File: config.mk
export PLATFORM = sky130hd
export DESIGN_NAME = asx_serial_tx
export DESIGN_NICKNAME = d
export VERILOG_FILES = /design/src/design/asx_pkg.sv /design/src/design/asx_sync2.sv /design/src/design/asx_baud_gen.sv /design/src/design/asx_serial_tx.sv
export VERILOG_INCLUDE_DIRS = /design/src /design/src/design
export SDC_FILE = /design/constraint.sdc
export NUM_CORES = 1
export LEC_CHECK = 0
export BUFFER_PORTS_ARGS = -buffer_cell sky130_fd_sc_hd__buf_4
export CAP_MARGIN = 40
export CORE_MARGIN = 8
export CORE_UTILIZATION = 40
export CTS_CLUSTER_SIZE = 14
export DETAILED_ROUTE_END_ITERATION = 8
export PLACE_DENSITY = 0.64
export SLEW_MARGIN = 25
export SYNTH_ARGS = -nofsm -noshare
export SYNTH_HDL_FRONTEND = slang
export SYNTH_HIERARCHICAL = 1
export SYNTH_SLANG_ARGS = --single-unit
File: constraint.sdc
create_clock -name clk -period 2.2 [get_ports clk]
set_input_delay 0 -clock clk [delete_from_list [all_inputs] [get_ports clk]]
set_output_delay 0 -clock clk [all_outputs]
set_load 0.005 [all_outputs]
File: src/design/asx_params.svh
// constants of the asynchronous serial transmitter block: offsets, fields, counts
// assumes a 40 MHz bus clock and a classic wishbone slave with 32-bit data
`ifndef ASX_PARAMS_SVH
`define ASX_PARAMS_SVH

// ***********************************
// register byte offsets
// ***********************************
`define ASX_OFF_BDH 8'h00
`define ASX_OFF_BDL 8'h04
`define ASX_OFF_C1 8'h08
`define ASX_OFF_C2 8'h0c
`define ASX_OFF_S1 8'h10
`define ASX_OFF_S2 8'h14
`define ASX_OFF_C3 8'h18
`define ASX_OFF_DAT 8'h1c

// ***********************************
// reset values and writable masks
// ***********************************
`define ASX_SBR_RST 13'h0004
`define ASX_BDH_MASK 8'h1f
`define ASX_C1_MASK 8'h13
`define ASX_C2_MASK 8'h0d
`define ASX_S2_MASK 8'h04
`define ASX_C3_MASK 8'h5f
`define ASX_TC_RST 1'b1

// ***********************************
// field positions
// ***********************************
`define ASX_C1_NINE 4
`define ASX_C1_PAR_ON 1
`define ASX_C1_PAR_ODD 0
`define ASX_C2_TXEN 3
`define ASX_C2_RXEN 2
`define ASX_C2_BRKSEND 0
`define ASX_S2_LONGBRK 2
`define ASX_C3_NINTH 6
`define ASX_C3_INVERT 4
`define ASX_C3_ERR_HI 3

// ***********************************
// frame lengths and sample timing
// ***********************************
`define ASX_LEN8 4'ha
`define ASX_LEN9 4'hb
`define ASX_BRK_S8 4'ha
`define ASX_BRK_S9 4'hb
`define ASX_BRK_L8 4'hd
`define ASX_BRK_L9 4'he
`define ASX_LEFT_LAST 4'h1
`define ASX_SHIFT_ONES 14'h3fff
`define ASX_SHIFT_ZERO 14'h0000
`define ASX_DIV_LAST 4'hf
`define ASX_RT_A 4'h7
`define ASX_RT_C 4'h9
`define ASX_RT_LATE 4'ha
`define ASX_RT_RESYNC 4'h1
`define ASX_RT_WRAP 4'hf
`define ASX_ONES_FULL 2'h3
`define ASX_STOP8 4'h9
`define ASX_STOP9 4'ha

`endif

File: src/design/asx_pkg.sv
// types of the asynchronous serial transmitter block
// assumes nothing beyond a systemverilog compiler
package asx_pkg;
  // wishbone request from the master
  typedef struct packed {
    logic cyc;
    logic stb;
    logic we;
    logic [7:0] adr;
    logic [3:0] sel;
    logic [31:0] dat;
  } asx_wb_req_type;
  // wishbone answer of the slave
  typedef struct packed {
    logic ack;
    logic [31:0] dat;
  } asx_wb_rsp_type;
  typedef enum logic {TX_IDLE, TX_SHIFT} asx_tx_state_type;
  typedef enum logic {RX_IDLE, RX_FRAME} asx_rx_state_type;
  typedef enum logic [1:0] {FR_NONE, FR_IDLE, FR_BREAK, FR_DATA} asx_frame_type;
endpackage

File: src/design/asx_sync2.sv
// two-flop synchroniser for the serial input pin
// assumes the pin idles high, so both stages reset high
`timescale 1ns/1ps
`default_nettype none
module asx_sync2 (
  // system
  input wire logic clk,
  input wire logic rst,
  // pin side and clock side
  input wire logic pinIn,
  output logic syncOut
);
  logic meta;

  // the first stage feeds only the second stage
  always_ff @(posedge clk) begin
    if (rst) begin
      meta <= 1'b1;
      syncOut <= 1'b1;
    end else begin
      meta <= pinIn;
      syncOut <= meta;
    end
  end
endmodule
`default_nettype wire

File: src/design/asx_baud_gen.sv
// modulo baud divider giving a one-cycle pulse at sixteen times the bit rate
// assumes the bus clock; a divisor of zero stops the pulses
`timescale 1ns/1ps
`default_nettype none
module asx_baud_gen (
  // system
  input wire logic clk,
  input wire logic rst,
  // divisor and rate pulse
  input wire logic [12:0] divisor,
  output logic tick16
);
  logic [12:0] count;

  // count 1..divisor, pulse on the last count
  always_ff @(posedge clk) begin
    if (rst || divisor == 13'h0000) begin
      count <= 13'h0001;
      tick16 <= 1'b0;
    end else if (count >= divisor) begin
      count <= 13'h0001;
      tick16 <= 1'b1;
    end else begin
      count <= count + 13'h0001;
      tick16 <= 1'b0;
    end
  end
endmodule
`default_nettype wire

File: src/design/asx_serial_tx.sv
// serial transmit path with shared baud generation, receive check and registers
// assumes a classic wishbone master on clk; rxPin comes from outside the domain
//
// Implementation choices: the Wishbone interface to the registers and the register addresses.
`timescale 1ns/1ps
`default_nettype none
`include "asx_params.svh"
module asx_serial_tx
  import asx_pkg::*;
(
  // system
  input wire logic clk,
  input wire logic rst,
  // wishbone slave
  input wire asx_wb_req_type wbReq,
  output var asx_wb_rsp_type wbRsp,
  // serial pins
  input wire logic rxPin,
  output logic txPin,
  output logic txOwn,
  // error interrupt request
  output logic errIrq
);
  // ***********************************
  // declarations
  // ***********************************
  logic acc, wrAcc, rdAcc, dataWr, dataRd, stsRd;
  logic [7:0] adr, wd, rdData;
  logic [12:0] sbr;
  logic [7:0] ctlOne, ctlTwo, stsTwo, ctlThree;
  logic nineBit, txEnable, rxEnable, sendBreak, longBreak, txInvert;
  logic teRise, sbkRise;
  logic tick16, bitTick, rxS, rxPrev, fallNow;
  logic [3:0] txDiv;
  logic [7:0] txBuf;
  logic txFull, tc, tcArmed, idleQ, breakQ, lineNow, frameEnd;
  asx_tx_state_type txState;
  asx_rx_state_type rxState;
  asx_frame_type nextFrame;
  logic [13:0] txShift, dataPat;
  logic [3:0] txLeft, frameLen, brkLen;
  logic [1:0] onesCnt, samp;
  logic [3:0] rt, rxIdx, stopIdx;
  logic [8:0] rxShift;
  logic noisy, bitv, allEq, rxDone, rxArmed;
  logic rdrf, overrun, noiseFlag, frameErr, parityErr, rx9;
  logic [7:0] rxBuf;
  logic [3:0] errVec;

  // decode shared by writes, reads and the flag sequences
  function automatic logic hit(input logic [7:0] a, input logic [7:0] off);
    hit = (a == off);
  endfunction

  // majority of three samples
  function automatic logic maj3(input logic [2:0] s);
    maj3 = (s[0] & s[1]) | (s[1] & s[2]) | (s[0] & s[2]);
  endfunction

  // ***********************************
  // wishbone slave
  // ***********************************
  // ack never stands in two cycles running, so each request is taken once
  assign acc = wbReq.cyc & wbReq.stb & ~wbRsp.ack;
  assign wrAcc = acc & wbReq.we & wbReq.sel[0];
  assign rdAcc = acc & ~wbReq.we;
  assign adr = wbReq.adr;
  assign wd = wbReq.dat[7:0];
  assign dataWr = wrAcc & hit(adr, `ASX_OFF_DAT);
  assign dataRd = rdAcc & hit(adr, `ASX_OFF_DAT);
  assign stsRd = rdAcc & hit(adr, `ASX_OFF_S1);

  // one wait state; unmapped offsets answer with zero data
  always_ff @(posedge clk) begin
    if (rst) begin
      wbRsp <= '0;
    end else begin
      wbRsp.ack <= acc;
      wbRsp.dat <= rdAcc ? {24'h000000, rdData} : 32'h00000000;
    end
  end

  // read mux; the data address returns the receive side only
  always_comb begin
    rdData = 8'h00;
    if (hit(adr, `ASX_OFF_BDH)) begin
      rdData = {3'h0, sbr[12:8]};
    end else if (hit(adr, `ASX_OFF_BDL)) begin
      rdData = sbr[7:0];
    end else if (hit(adr, `ASX_OFF_C1)) begin
      rdData = ctlOne;
    end else if (hit(adr, `ASX_OFF_C2)) begin
      rdData = ctlTwo;
    end else if (hit(adr, `ASX_OFF_S1)) begin
      rdData = {~txFull, tc, rdrf, 1'b0, overrun, noiseFlag, frameErr, parityErr};
    end else if (hit(adr, `ASX_OFF_S2)) begin
      rdData = stsTwo;
    end else if (hit(adr, `ASX_OFF_C3)) begin
      rdData = {rx9, ctlThree[6:0]};
    end else if (hit(adr, `ASX_OFF_DAT)) begin
      rdData = rxBuf;
    end
  end

  // ***********************************
  // control registers
  // ***********************************
  // reserved bits are masked on write so they read back as zero
  always_ff @(posedge clk) begin
    if (rst) begin
      sbr <= `ASX_SBR_RST;
      ctlOne <= 8'h00;
      ctlTwo <= 8'h00;
      stsTwo <= 8'h00;
      ctlThree <= 8'h00;
    end else if (wrAcc) begin
      if (hit(adr, `ASX_OFF_BDH)) begin
        sbr[12:8] <= wd[4:0];
      end
      if (hit(adr, `ASX_OFF_BDL)) begin
        sbr[7:0] <= wd;
      end
      if (hit(adr, `ASX_OFF_C1)) begin
        ctlOne <= wd & `ASX_C1_MASK;
      end
      if (hit(adr, `ASX_OFF_C2)) begin
        ctlTwo <= wd & `ASX_C2_MASK;
      end
      if (hit(adr, `ASX_OFF_S2)) begin
        stsTwo <= wd & `ASX_S2_MASK;
      end
      if (hit(adr, `ASX_OFF_C3)) begin
        ctlThree <= wd & `ASX_C3_MASK;
      end
    end
  end

  assign nineBit = ctlOne[`ASX_C1_NINE];
  assign txEnable = ctlTwo[`ASX_C2_TXEN];
  assign rxEnable = ctlTwo[`ASX_C2_RXEN];
  assign sendBreak = ctlTwo[`ASX_C2_BRKSEND];
  assign longBreak = stsTwo[`ASX_S2_LONGBRK];
  assign txInvert = ctlThree[`ASX_C3_INVERT];
  // a zero-to-one write queues an idle or a break frame; send-break still set at a break load queues another
  assign teRise = wrAcc & hit(adr, `ASX_OFF_C2) & wd[`ASX_C2_TXEN] & ~txEnable;
  assign sbkRise = wrAcc & hit(adr, `ASX_OFF_C2) & wd[`ASX_C2_BRKSEND] & ~sendBreak;

  // ***********************************
  // baud timing
  // ***********************************
  // one divider feeds the receiver directly and the transmitter by sixteen
  asx_baud_gen baudGen (
    .clk(clk),
    .rst(rst),
    .divisor(sbr),
    .tick16(tick16)
  );

  always_ff @(posedge clk) begin
    if (rst) begin
      txDiv <= 4'h0;
    end else if (tick16) begin
      txDiv <= txDiv + 4'h1;
    end
  end
  assign bitTick = tick16 & (txDiv == `ASX_DIV_LAST);

  // ***********************************
  // transmitter
  // ***********************************
  assign frameLen = nineBit ? `ASX_LEN9 : `ASX_LEN8;
  // break length by long-break select and data length
  always_comb begin
    case ({longBreak, nineBit})
      2'b00: brkLen = `ASX_BRK_S8;
      2'b01: brkLen = `ASX_BRK_S9;
      2'b10: brkLen = `ASX_BRK_L8;
      default: brkLen = `ASX_BRK_L9;
    endcase
  end
  // start low, data lsb first, ninth bit or stop, then high fill
  assign dataPat = nineBit ? {3'h7, 1'b1, ctlThree[`ASX_C3_NINTH], txBuf, 1'b0}
                           : {4'hf, 1'b1, txBuf, 1'b0};

  // the shifter is free when idle or on the tick that ends its last bit
  always_comb begin
    nextFrame = FR_NONE;
    if (bitTick && (txState == TX_IDLE || txLeft == `ASX_LEFT_LAST)) begin
      if (idleQ) begin
        nextFrame = FR_IDLE;
      end else if (breakQ) begin
        nextFrame = FR_BREAK;
      end else if (txFull && txEnable) begin
        nextFrame = FR_DATA;
      end
    end
  end
  assign frameEnd = bitTick & (txState == TX_SHIFT) & (txLeft == `ASX_LEFT_LAST)
                    & (nextFrame == FR_NONE);

  // shifter; loads happen only on a bit tick so frames stay aligned
  always_ff @(posedge clk) begin
    if (rst) begin
      txState <= TX_IDLE;
      txShift <= `ASX_SHIFT_ONES;
      txLeft <= 4'h0;
    end else if (nextFrame != FR_NONE) begin
      txState <= TX_SHIFT;
      txLeft <= (nextFrame == FR_BREAK) ? brkLen : frameLen;
      case (nextFrame)
        FR_IDLE: txShift <= `ASX_SHIFT_ONES;
        FR_BREAK: txShift <= `ASX_SHIFT_ZERO;
        default: txShift <= dataPat;
      endcase
    end else if (bitTick && txState == TX_SHIFT) begin
      txShift <= {1'b1, txShift[13:1]};
      txLeft <= txLeft - 4'h1;
      if (txLeft == `ASX_LEFT_LAST) begin
        txState <= TX_IDLE;
      end
    end
  end

  // queued idle and break frames; a new request wins over the load clear
  always_ff @(posedge clk) begin
    if (rst) begin
      idleQ <= 1'b0;
      breakQ <= 1'b0;
    end else begin
      if (nextFrame == FR_IDLE) begin
        idleQ <= 1'b0;
      end
      if (nextFrame == FR_BREAK) begin
        breakQ <= sendBreak;
      end
      if (teRise) begin
        idleQ <= 1'b1;
      end
      if (sbkRise) begin
        breakQ <= 1'b1;
      end
    end
  end

  // transmit buffer; a write landing on the load cycle is kept, not lost
  always_ff @(posedge clk) begin
    if (rst) begin
      txBuf <= 8'h00;
      txFull <= 1'b0;
    end else begin
      if (nextFrame == FR_DATA) begin
        txFull <= 1'b0;
      end
      if (dataWr) begin
        txBuf <= wd;
        txFull <= 1'b1;
      end
    end
  end

  // line level and pin ownership, both from flops
  assign lineNow = (txState == TX_SHIFT) ? txShift[0] : 1'b1;
  always_ff @(posedge clk) begin
    if (rst) begin
      txPin <= 1'b1;
      txOwn <= 1'b0;
    end else begin
      txPin <= lineNow ^ txInvert;
      txOwn <= txEnable | (txState == TX_SHIFT) | idleQ | breakQ;
    end
  end

  // ***********************************
  // receiver
  // ***********************************
  asx_sync2 rxSync (
    .clk(clk),
    .rst(rst),
    .pinIn(rxPin),
    .syncOut(rxS)
  );

  assign fallNow = rxPrev & ~rxS;
  assign stopIdx = nineBit ? `ASX_STOP9 : `ASX_STOP8;
  assign bitv = maj3({samp, rxS});
  assign allEq = (samp == {rxS, rxS});
  assign rxDone = tick16 & rxEnable & (rxState == RX_FRAME) & (rt == `ASX_RT_C)
                  & (rxIdx == stopIdx);

  // sixteen samples per bit, majority of the three middle ones
  always_ff @(posedge clk) begin
    if (rst) begin
      rxState <= RX_IDLE;
      rxPrev <= 1'b1;
      onesCnt <= 2'h0;
      samp <= 2'h0;
      rt <= 4'h0;
      rxIdx <= 4'h0;
      noisy <= 1'b0;
      rxShift <= 9'h000;
    end else if (tick16 && rxEnable) begin
      rxPrev <= rxS;
      case (rxState)
        RX_IDLE: begin
          // a start edge is a low sample after three high ones
          if (!rxS && onesCnt == `ASX_ONES_FULL) begin
            rxState <= RX_FRAME;
            rt <= `ASX_RT_RESYNC;
            rxIdx <= 4'h0;
            noisy <= 1'b0;
          end
          if (!rxS) begin
            onesCnt <= 2'h0;
          end else if (onesCnt != `ASX_ONES_FULL) begin
            onesCnt <= onesCnt + 2'h1;
          end
        end
        RX_FRAME: begin
          samp <= {samp[0], rxS};
          // a falling edge late in a bit starts the next bit at once
          if (fallNow && rt >= `ASX_RT_LATE) begin
            rt <= `ASX_RT_RESYNC;
            rxIdx <= rxIdx + 4'h1;
          end else if (fallNow && rt < `ASX_RT_A) begin
            rt <= `ASX_RT_RESYNC;
          end else begin
            rt <= rt + 4'h1;
            if (rt == `ASX_RT_WRAP) begin
              rxIdx <= rxIdx + 4'h1;
            end
          end
          if (rt == `ASX_RT_C) begin
            noisy <= noisy | ~allEq;
            if (rxIdx == 4'h0) begin
              if (bitv) begin
                rxState <= RX_IDLE; // false start
              end
            end else if (rxIdx == stopIdx) begin
              rxState <= RX_IDLE;
              // after a break wait for three highs; otherwise restart fast
              onesCnt <= (rxShift == 9'h000 && !bitv) ? 2'h0 : `ASX_ONES_FULL;
            end else begin
              rxShift <= {bitv, rxShift[8:1]};
            end
          end
        end
        default: rxState <= RX_IDLE;
      endcase
    end
  end

  // ***********************************
  // status flags
  // ***********************************
  // flags clear by a status read then a data access; a set in the same cycle wins
  always_ff @(posedge clk) begin
    if (rst) begin
      rdrf <= 1'b0;
      overrun <= 1'b0;
      noiseFlag <= 1'b0;
      frameErr <= 1'b0;
      parityErr <= 1'b0;
      rxBuf <= 8'h00;
      rx9 <= 1'b0;
      rxArmed <= 1'b0;
      tc <= `ASX_TC_RST;
      tcArmed <= 1'b0;
    end else begin
      if (stsRd) begin
        rxArmed <= rdrf | overrun | noiseFlag | frameErr | parityErr;
        tcArmed <= tc;
      end
      if (dataRd && rxArmed) begin
        rdrf <= 1'b0;
        overrun <= 1'b0;
        noiseFlag <= 1'b0;
        frameErr <= 1'b0;
        parityErr <= 1'b0;
        rxArmed <= 1'b0;
      end
      if (dataWr && tcArmed) begin
        tc <= 1'b0;
        tcArmed <= 1'b0;
      end
      if (frameEnd) begin
        tc <= 1'b1;
      end
      // a held framing error blocks transfers until it is cleared
      if (rxDone && rdrf) begin
        overrun <= 1'b1;
      end else if (rxDone && !frameErr) begin
        rxBuf <= nineBit ? rxShift[7:0] : rxShift[8:1];
        rx9 <= rxShift[8];
        rdrf <= 1'b1;
        noiseFlag <= noisy | ~allEq;
        frameErr <= ~bitv;
        parityErr <= ctlOne[`ASX_C1_PAR_ON]
                     & ((^(nineBit ? rxShift : {1'b0, rxShift[8:1]})) != ctlOne[`ASX_C1_PAR_ODD]);
      end
    end
  end

  // ***********************************
  // error interrupt
  // ***********************************
  // the four error sources share this one request line
  assign errVec = {overrun, noiseFlag, frameErr, parityErr} & ctlThree[`ASX_C3_ERR_HI:0];
  always_ff @(posedge clk) begin
    if (rst) begin
      errIrq <= 1'b0;
    end else begin
      errIrq <= |errVec;
    end
  end
endmodule
`default_nettype wire

Word level (Yosys, flattened, before mapping)
Cells that the tools add are included.
Widths: inputs -> output; s select.
Word-level totals
  output and inout port bits: 36
  input port bits: 50
  bits in registers: 153
Cells by class
  magnitude comparators: 3
  multiplexer cells: 74
  bitwise logic cells: 52
  $add $sub $neg: 6
  reductions and logical operators: 52
  equality and inequality tests: 28
Operator list (count)
  $mux 8: 8
  $mux 4: 10
  $mux 1: 33
  $eq 8x5->1 const B: 4
  $mux 14: 2
  $pmux 14 s2: 1
  $and 1x1->1: 26
  $mux 2: 11
  $reduce_and 2->1: 10
  $eq 8x4->1 const B: 2
  $pmux 4 s2: 2
  $not 1->1: 14
  $reduce_bool 2->1: 7
  $add 13x1->13 const B: 1
  $ge 13x13->1: 1
  $logic_not 13->1: 1
  $add 4x1->4 const B: 3
  $eq 4x4->1 const B: 3
  $logic_and 1x1->1: 12
  $mux 10: 1
  $or 1x1->1: 10
  $reduce_and 5->1: 2
  $reduce_or 2->1: 5
  $logic_not 9->1: 1
  32 further kinds: 45

Logic depth before layout (Yosys ltp)
  depth after elaboration: 10
  mapped depth: 12
  gate-level depth less buffers: 11

Modules after synthesis
The synthesis kept the hierarchy.
Modules (own cells, without submodules)
  asx_serial_tx: sequential area each 2262.2 sq um, area each 5729.2 sq um, cells an instance 675, times used 1
  asx_baud_gen: sequential area each 280.3 sq um, area each 984.7 sq um, cells an instance 117, times used 1
  asx_sync2: sequential area each 40.0 sq um, area each 52.6 sq um, cells an instance 4, times used 1

Worst setup path before layout
No wires, ideal clock.
  path kind: reg-to-reg
  start point: register txDiv[0]
  end point: register txShift[12]
  library setup time: 0.114 ns
  data required time: 2.086 ns
  period minus slack after synthesis: 2.207 ns
  stages on the path, launching flop included: 11
  path slack: -0.007 ns
  arrival: 2.093 ns
  cell sequence: dfxtp_1 > ha_1 > nand4_1 > a21oi_1 > o21ai_0 > ha_1 > clkbuf_1 > clkbuf_1 > clkbuf_1 > nand3_1 > a21o_1
On the way
  word-level cells in the longest chain between the ends: 7
Ends and longest elaborated chain
  start: declaration: line asx_serial_tx.sv:34  | logic [3:0] txDiv;
  start signal: assignment: line asx_serial_tx.sv:163  | txDiv <= txDiv + 4'h1;
  $eq 4x4->1 (no line) *
  $and 1x1->1 *: line asx_serial_tx.sv:166  | assign bitTick = tick16 & (txDiv == `ASX_DIV_LAST);
  $logic_and 1x1->1: line asx_serial_tx.sv:188  | if (bitTick && (txState == TX_IDLE || txLeft == `ASX_LEFT_LAST)) begin
  $mux 2: line asx_serial_tx.sv:188
  $eq 2x2->1 / $eq 2x1->1 (equally long branches): line asx_serial_tx.sv:210  | case (nextFrame)
  $pmux 14 s2: line asx_serial_tx.sv:210
  $mux 14: line asx_serial_tx.sv:207  | end else if (nextFrame != FR_NONE) begin
  end signal: assignment: line asx_serial_tx.sv:211  | FR_IDLE: txShift <= `ASX_SHIFT_ONES;
  end signal: assignment: line asx_serial_tx.sv:212  | FR_BREAK: txShift <= `ASX_SHIFT_ZERO;
  end signal: assignment: line asx_serial_tx.sv:213  | default: txShift <= dataPat;
  end: declaration: line asx_serial_tx.sv:40  | logic [13:0] txShift, dataPat;
Every way passes the cells marked *; elsewhere a longest branch is shown, timed or not.
A chain may end at the register's enable or synchronous reset.

Worst setup path in the final report
  start point: register txDiv[1]
  end point: register txShift[1]
The elaborated chain is that of the path after synthesis.

==> results.cfg <==
[cells_and_area]
multi_input_area_sq_um = 3830
final_cell_mix = dfxtp_1, nor2_1, nand2_1, buf_4, mux2i_1
final_common_cell = dfxtp_1
diodes = 0
area.growth.synth_to_final_pct = 20.7
drive_gt1_share_pct = 16.7
fillers = 1594
register_area_sq_um = 2580
final_util_pct = 49.3
final_nets = 945
stdcell_count = 1095

[clock_network]
cts_root_buffer = clkbuf_16
clk_pin_slew_ns = 0.06
cts.sinks = 129
cts_tree = built
post_cts_buffers = 0
cts_buffer_depth = 2
numCtsBuffers = 17
insertion_delay_ns = 0.42
htree_levels = 4

[global_routing]
grt_pass1_wl_microns = 27300
grt_max_degree = 49
grt_pass1_vias = 5461
gr-total-overflow = 0
antenna_found_initial = 0
grt.total_usage_pct = 15.6

[timing]
hold_ws_ns = 0.0273
finalSetupViolCount = 0
maxSlewHeadroom_pct = 48.2
max_freq_mhz = 485
skew_ns = 0.00688
fin_crit_ns = 2.06
final-hold-violation-count = 0
drv_slew = 0
worst_pin_slew_ns = 0.770
setup_ws_ns = 0.138
fin_crit_sh_pct = 93.7

[routing]
initialDrtViolationCount = 367
vias = 5669
vias_per_cell = 5.18
drc = 0
wire_per_inst_microns = 15.1
antenna_left = 0
firstDrtPassIters = 5
routed_wl_microns = 16600

[pwr]
switching_share_pct = 25.4
seqPwrFrac_pct = 41.8
power_w = 0.00582
p_int_w = 0.00434
p_leak_nw = 3.24
p_clk_share_pct = 48.8
p_comb_share_pct = 9.4
ir_worst_vdd_mv = 0.542
p_sw_w = 0.00148
cellPowerDensity_nw_per_um2 = 712

[synth]
async_flop_share_pct = 0
yosys_warnings = 6
syn_inst = 796
synthFlopType = dfxtp_1
synth_area_per_cell_sq_um = 8.50
yosysSeqAreaShare_pct = 38.2
synth_seq_cells = 129
synth-edff-count = 0
synth_area_sq_um = 6770
synth_cell_types = 69

[place]
hpwl_microns = 11800
post-place-ws_ns = -0.0610
place_inst = 1046
numPortBuffers = 34
gp_congestion = 0.913

[floorplanning]
dieHeight_microns = 146
ioPinCount = 86
die_area_sq_um = 21300
rows = 47
start_util_pct = 40.8
core_area_sq_um = 16600
die_w_microns = 146

[setup_path]
path_buf_inv = 0
path_cells = ha_2, nand4_1, a21oi_2, nand2_2, ha_4, and2_4, nor3_1, a31oi_1, or2_2
critPathSlowestCell = dfxtp_1
worstSetupPathType = flip-flop to flip-flop
critPathCaptureType = flip-flop
r2r_end = txShift[1]
r2r_start = txDiv[1]
start_kind = flip-flop
ff2ff_setup_slack_ns = 0.14
critical-path-top-delay-family = simple AND/OR/NAND/NOR gates
slowest_delay_ns = 0.34
rr_worst_depth = 9
crit_arrival_ns = 2.37
cp_max_fo = 8
critPathRequiredTime_ns = 2.51

[outcome]
status = complete, no violations

[worst_hold_path]
hold_class = input pin to flip-flop
worstHoldStart = rst
hold_depth = 2
holdPathEnd = ctlThree[1]

[job]
maxCapViolCount = 0
==> per-stage QoR <==
step	TNS [ns]	instance area (sq um)
floorplan	0	6850
global placement	0	7350
detailed placement	-0.303	7350
CTS	0	8120
global route	-0.107	8170
finish	0	8170
==> registers in the layout, indices dropped and copies added, names as in the netlist, 6 cells and up <==
name / cells
txBuf: 8
wbRsp: 9
baudGen/count: 13
rxBuf: 8
rxShift: 9
sbr: 13
ctlThree: 6
txShift: 14
==> worst reg2reg max path: cells and delay by family, from the launching register on <==
| kind | cells | cell delay, ns |
|---|---|---|
| AND/OR/NAND/NOR | 5 | 0.91 |
| adder cells (fa/ha/maj) | 2 | 0.44 |
| AO/OA/AOI/OAI | 2 | 0.27 |
| flip-flops | 1 | 0.34 |
==> area by class of cell <==
type / instances / share of cell area [%]
repair buffers: 89 / 9.05
flip-flops and latches: 129 / 31.6
inverters: 37 / 1.70
clock buffers: 18 / 5.38
well taps: 220 / 3.37
multi-input cells: 588 / 46.9
clock inverters: 14 / 1.93
==> timing repair <==
action / in CTS / in global routing
hold endpoints to repair: 46 / 0
setup endpoints to repair: 8 / 9
pin swaps: 1 / 1
hold buffers: 17 / 0
gates resized for setup: 3 / 11
==> cell families (layout without fill, tap and decap cells) <==
group / count (synthesis) / after routing / share of synthesized area, %
flops: 129 / 129 / 38.2
other cells: 1 / 24 / 0.0554
simple gates: 317 / 317 / 23.4
fa+ha+maj: 33 / 33 / 6.10
buf+inv: 102 / 158 / 7.16
compound gates: 132 / 132 / 13.3
mux: 53 / 53 / 8.08
xor+xnor: 29 / 29 / 3.75
==> power by group through the flow <==
| stage | clock (W) | combinational [W] | sequential, W |
|---|---|---|---|
| after floorplan | 0 | 0.000342 | 0.00247 |
| after detailed placement | 0 | 0.000520 | 0.00248 |
| after CTS | 0.00289 | 0.000545 | 0.00243 |
| after global routing | 0.00301 | 0.000602 | 0.00244 |
| final | 0.00284 | 0.000545 | 0.00243 |
| after global placement | 0 | 0.000518 | 0.00248 |
==> synth_stat cells (21+ instances only) <==
cell        n  area share [%]
xnor2_1    24             3.1
a21oi_1    39             2.9
clkbuf_1   30             1.7
nand3_1    22             1.6
nor3_1     27             2.0
buf_4      25             2.8
nor4_1     21             1.9
mux2i_1    49             7.2
dfxtp_1   129              38
nor2_1     88             4.9
nand2_1    76             4.2
inv_1      35             1.9
ha_1       33             6.1
==> layer usage <==
metal  GRT usage (%)  wire (microns)  vias up
met5               0               0        -
met1            19.5            7630     2626
met4            5.98             255        0
met2            25.0            7730      141
met3            4.45             945       18
li1                -               -     2884
==> worst max path at each step <==
stage	from	end	cells after the start
floorplan	txDiv[0]	txShift[5]	10
global placement	txDiv[0]	txShift[4]	9
detailed placement	txDiv[0]	txShift[3]	9
CTS	txDiv[0]	txShift[3]	9
global route	txDiv[0]	txShift[3]	9
finish	txDiv[1]	txShift[1]	9
Power figures use the tool's default switching activity.
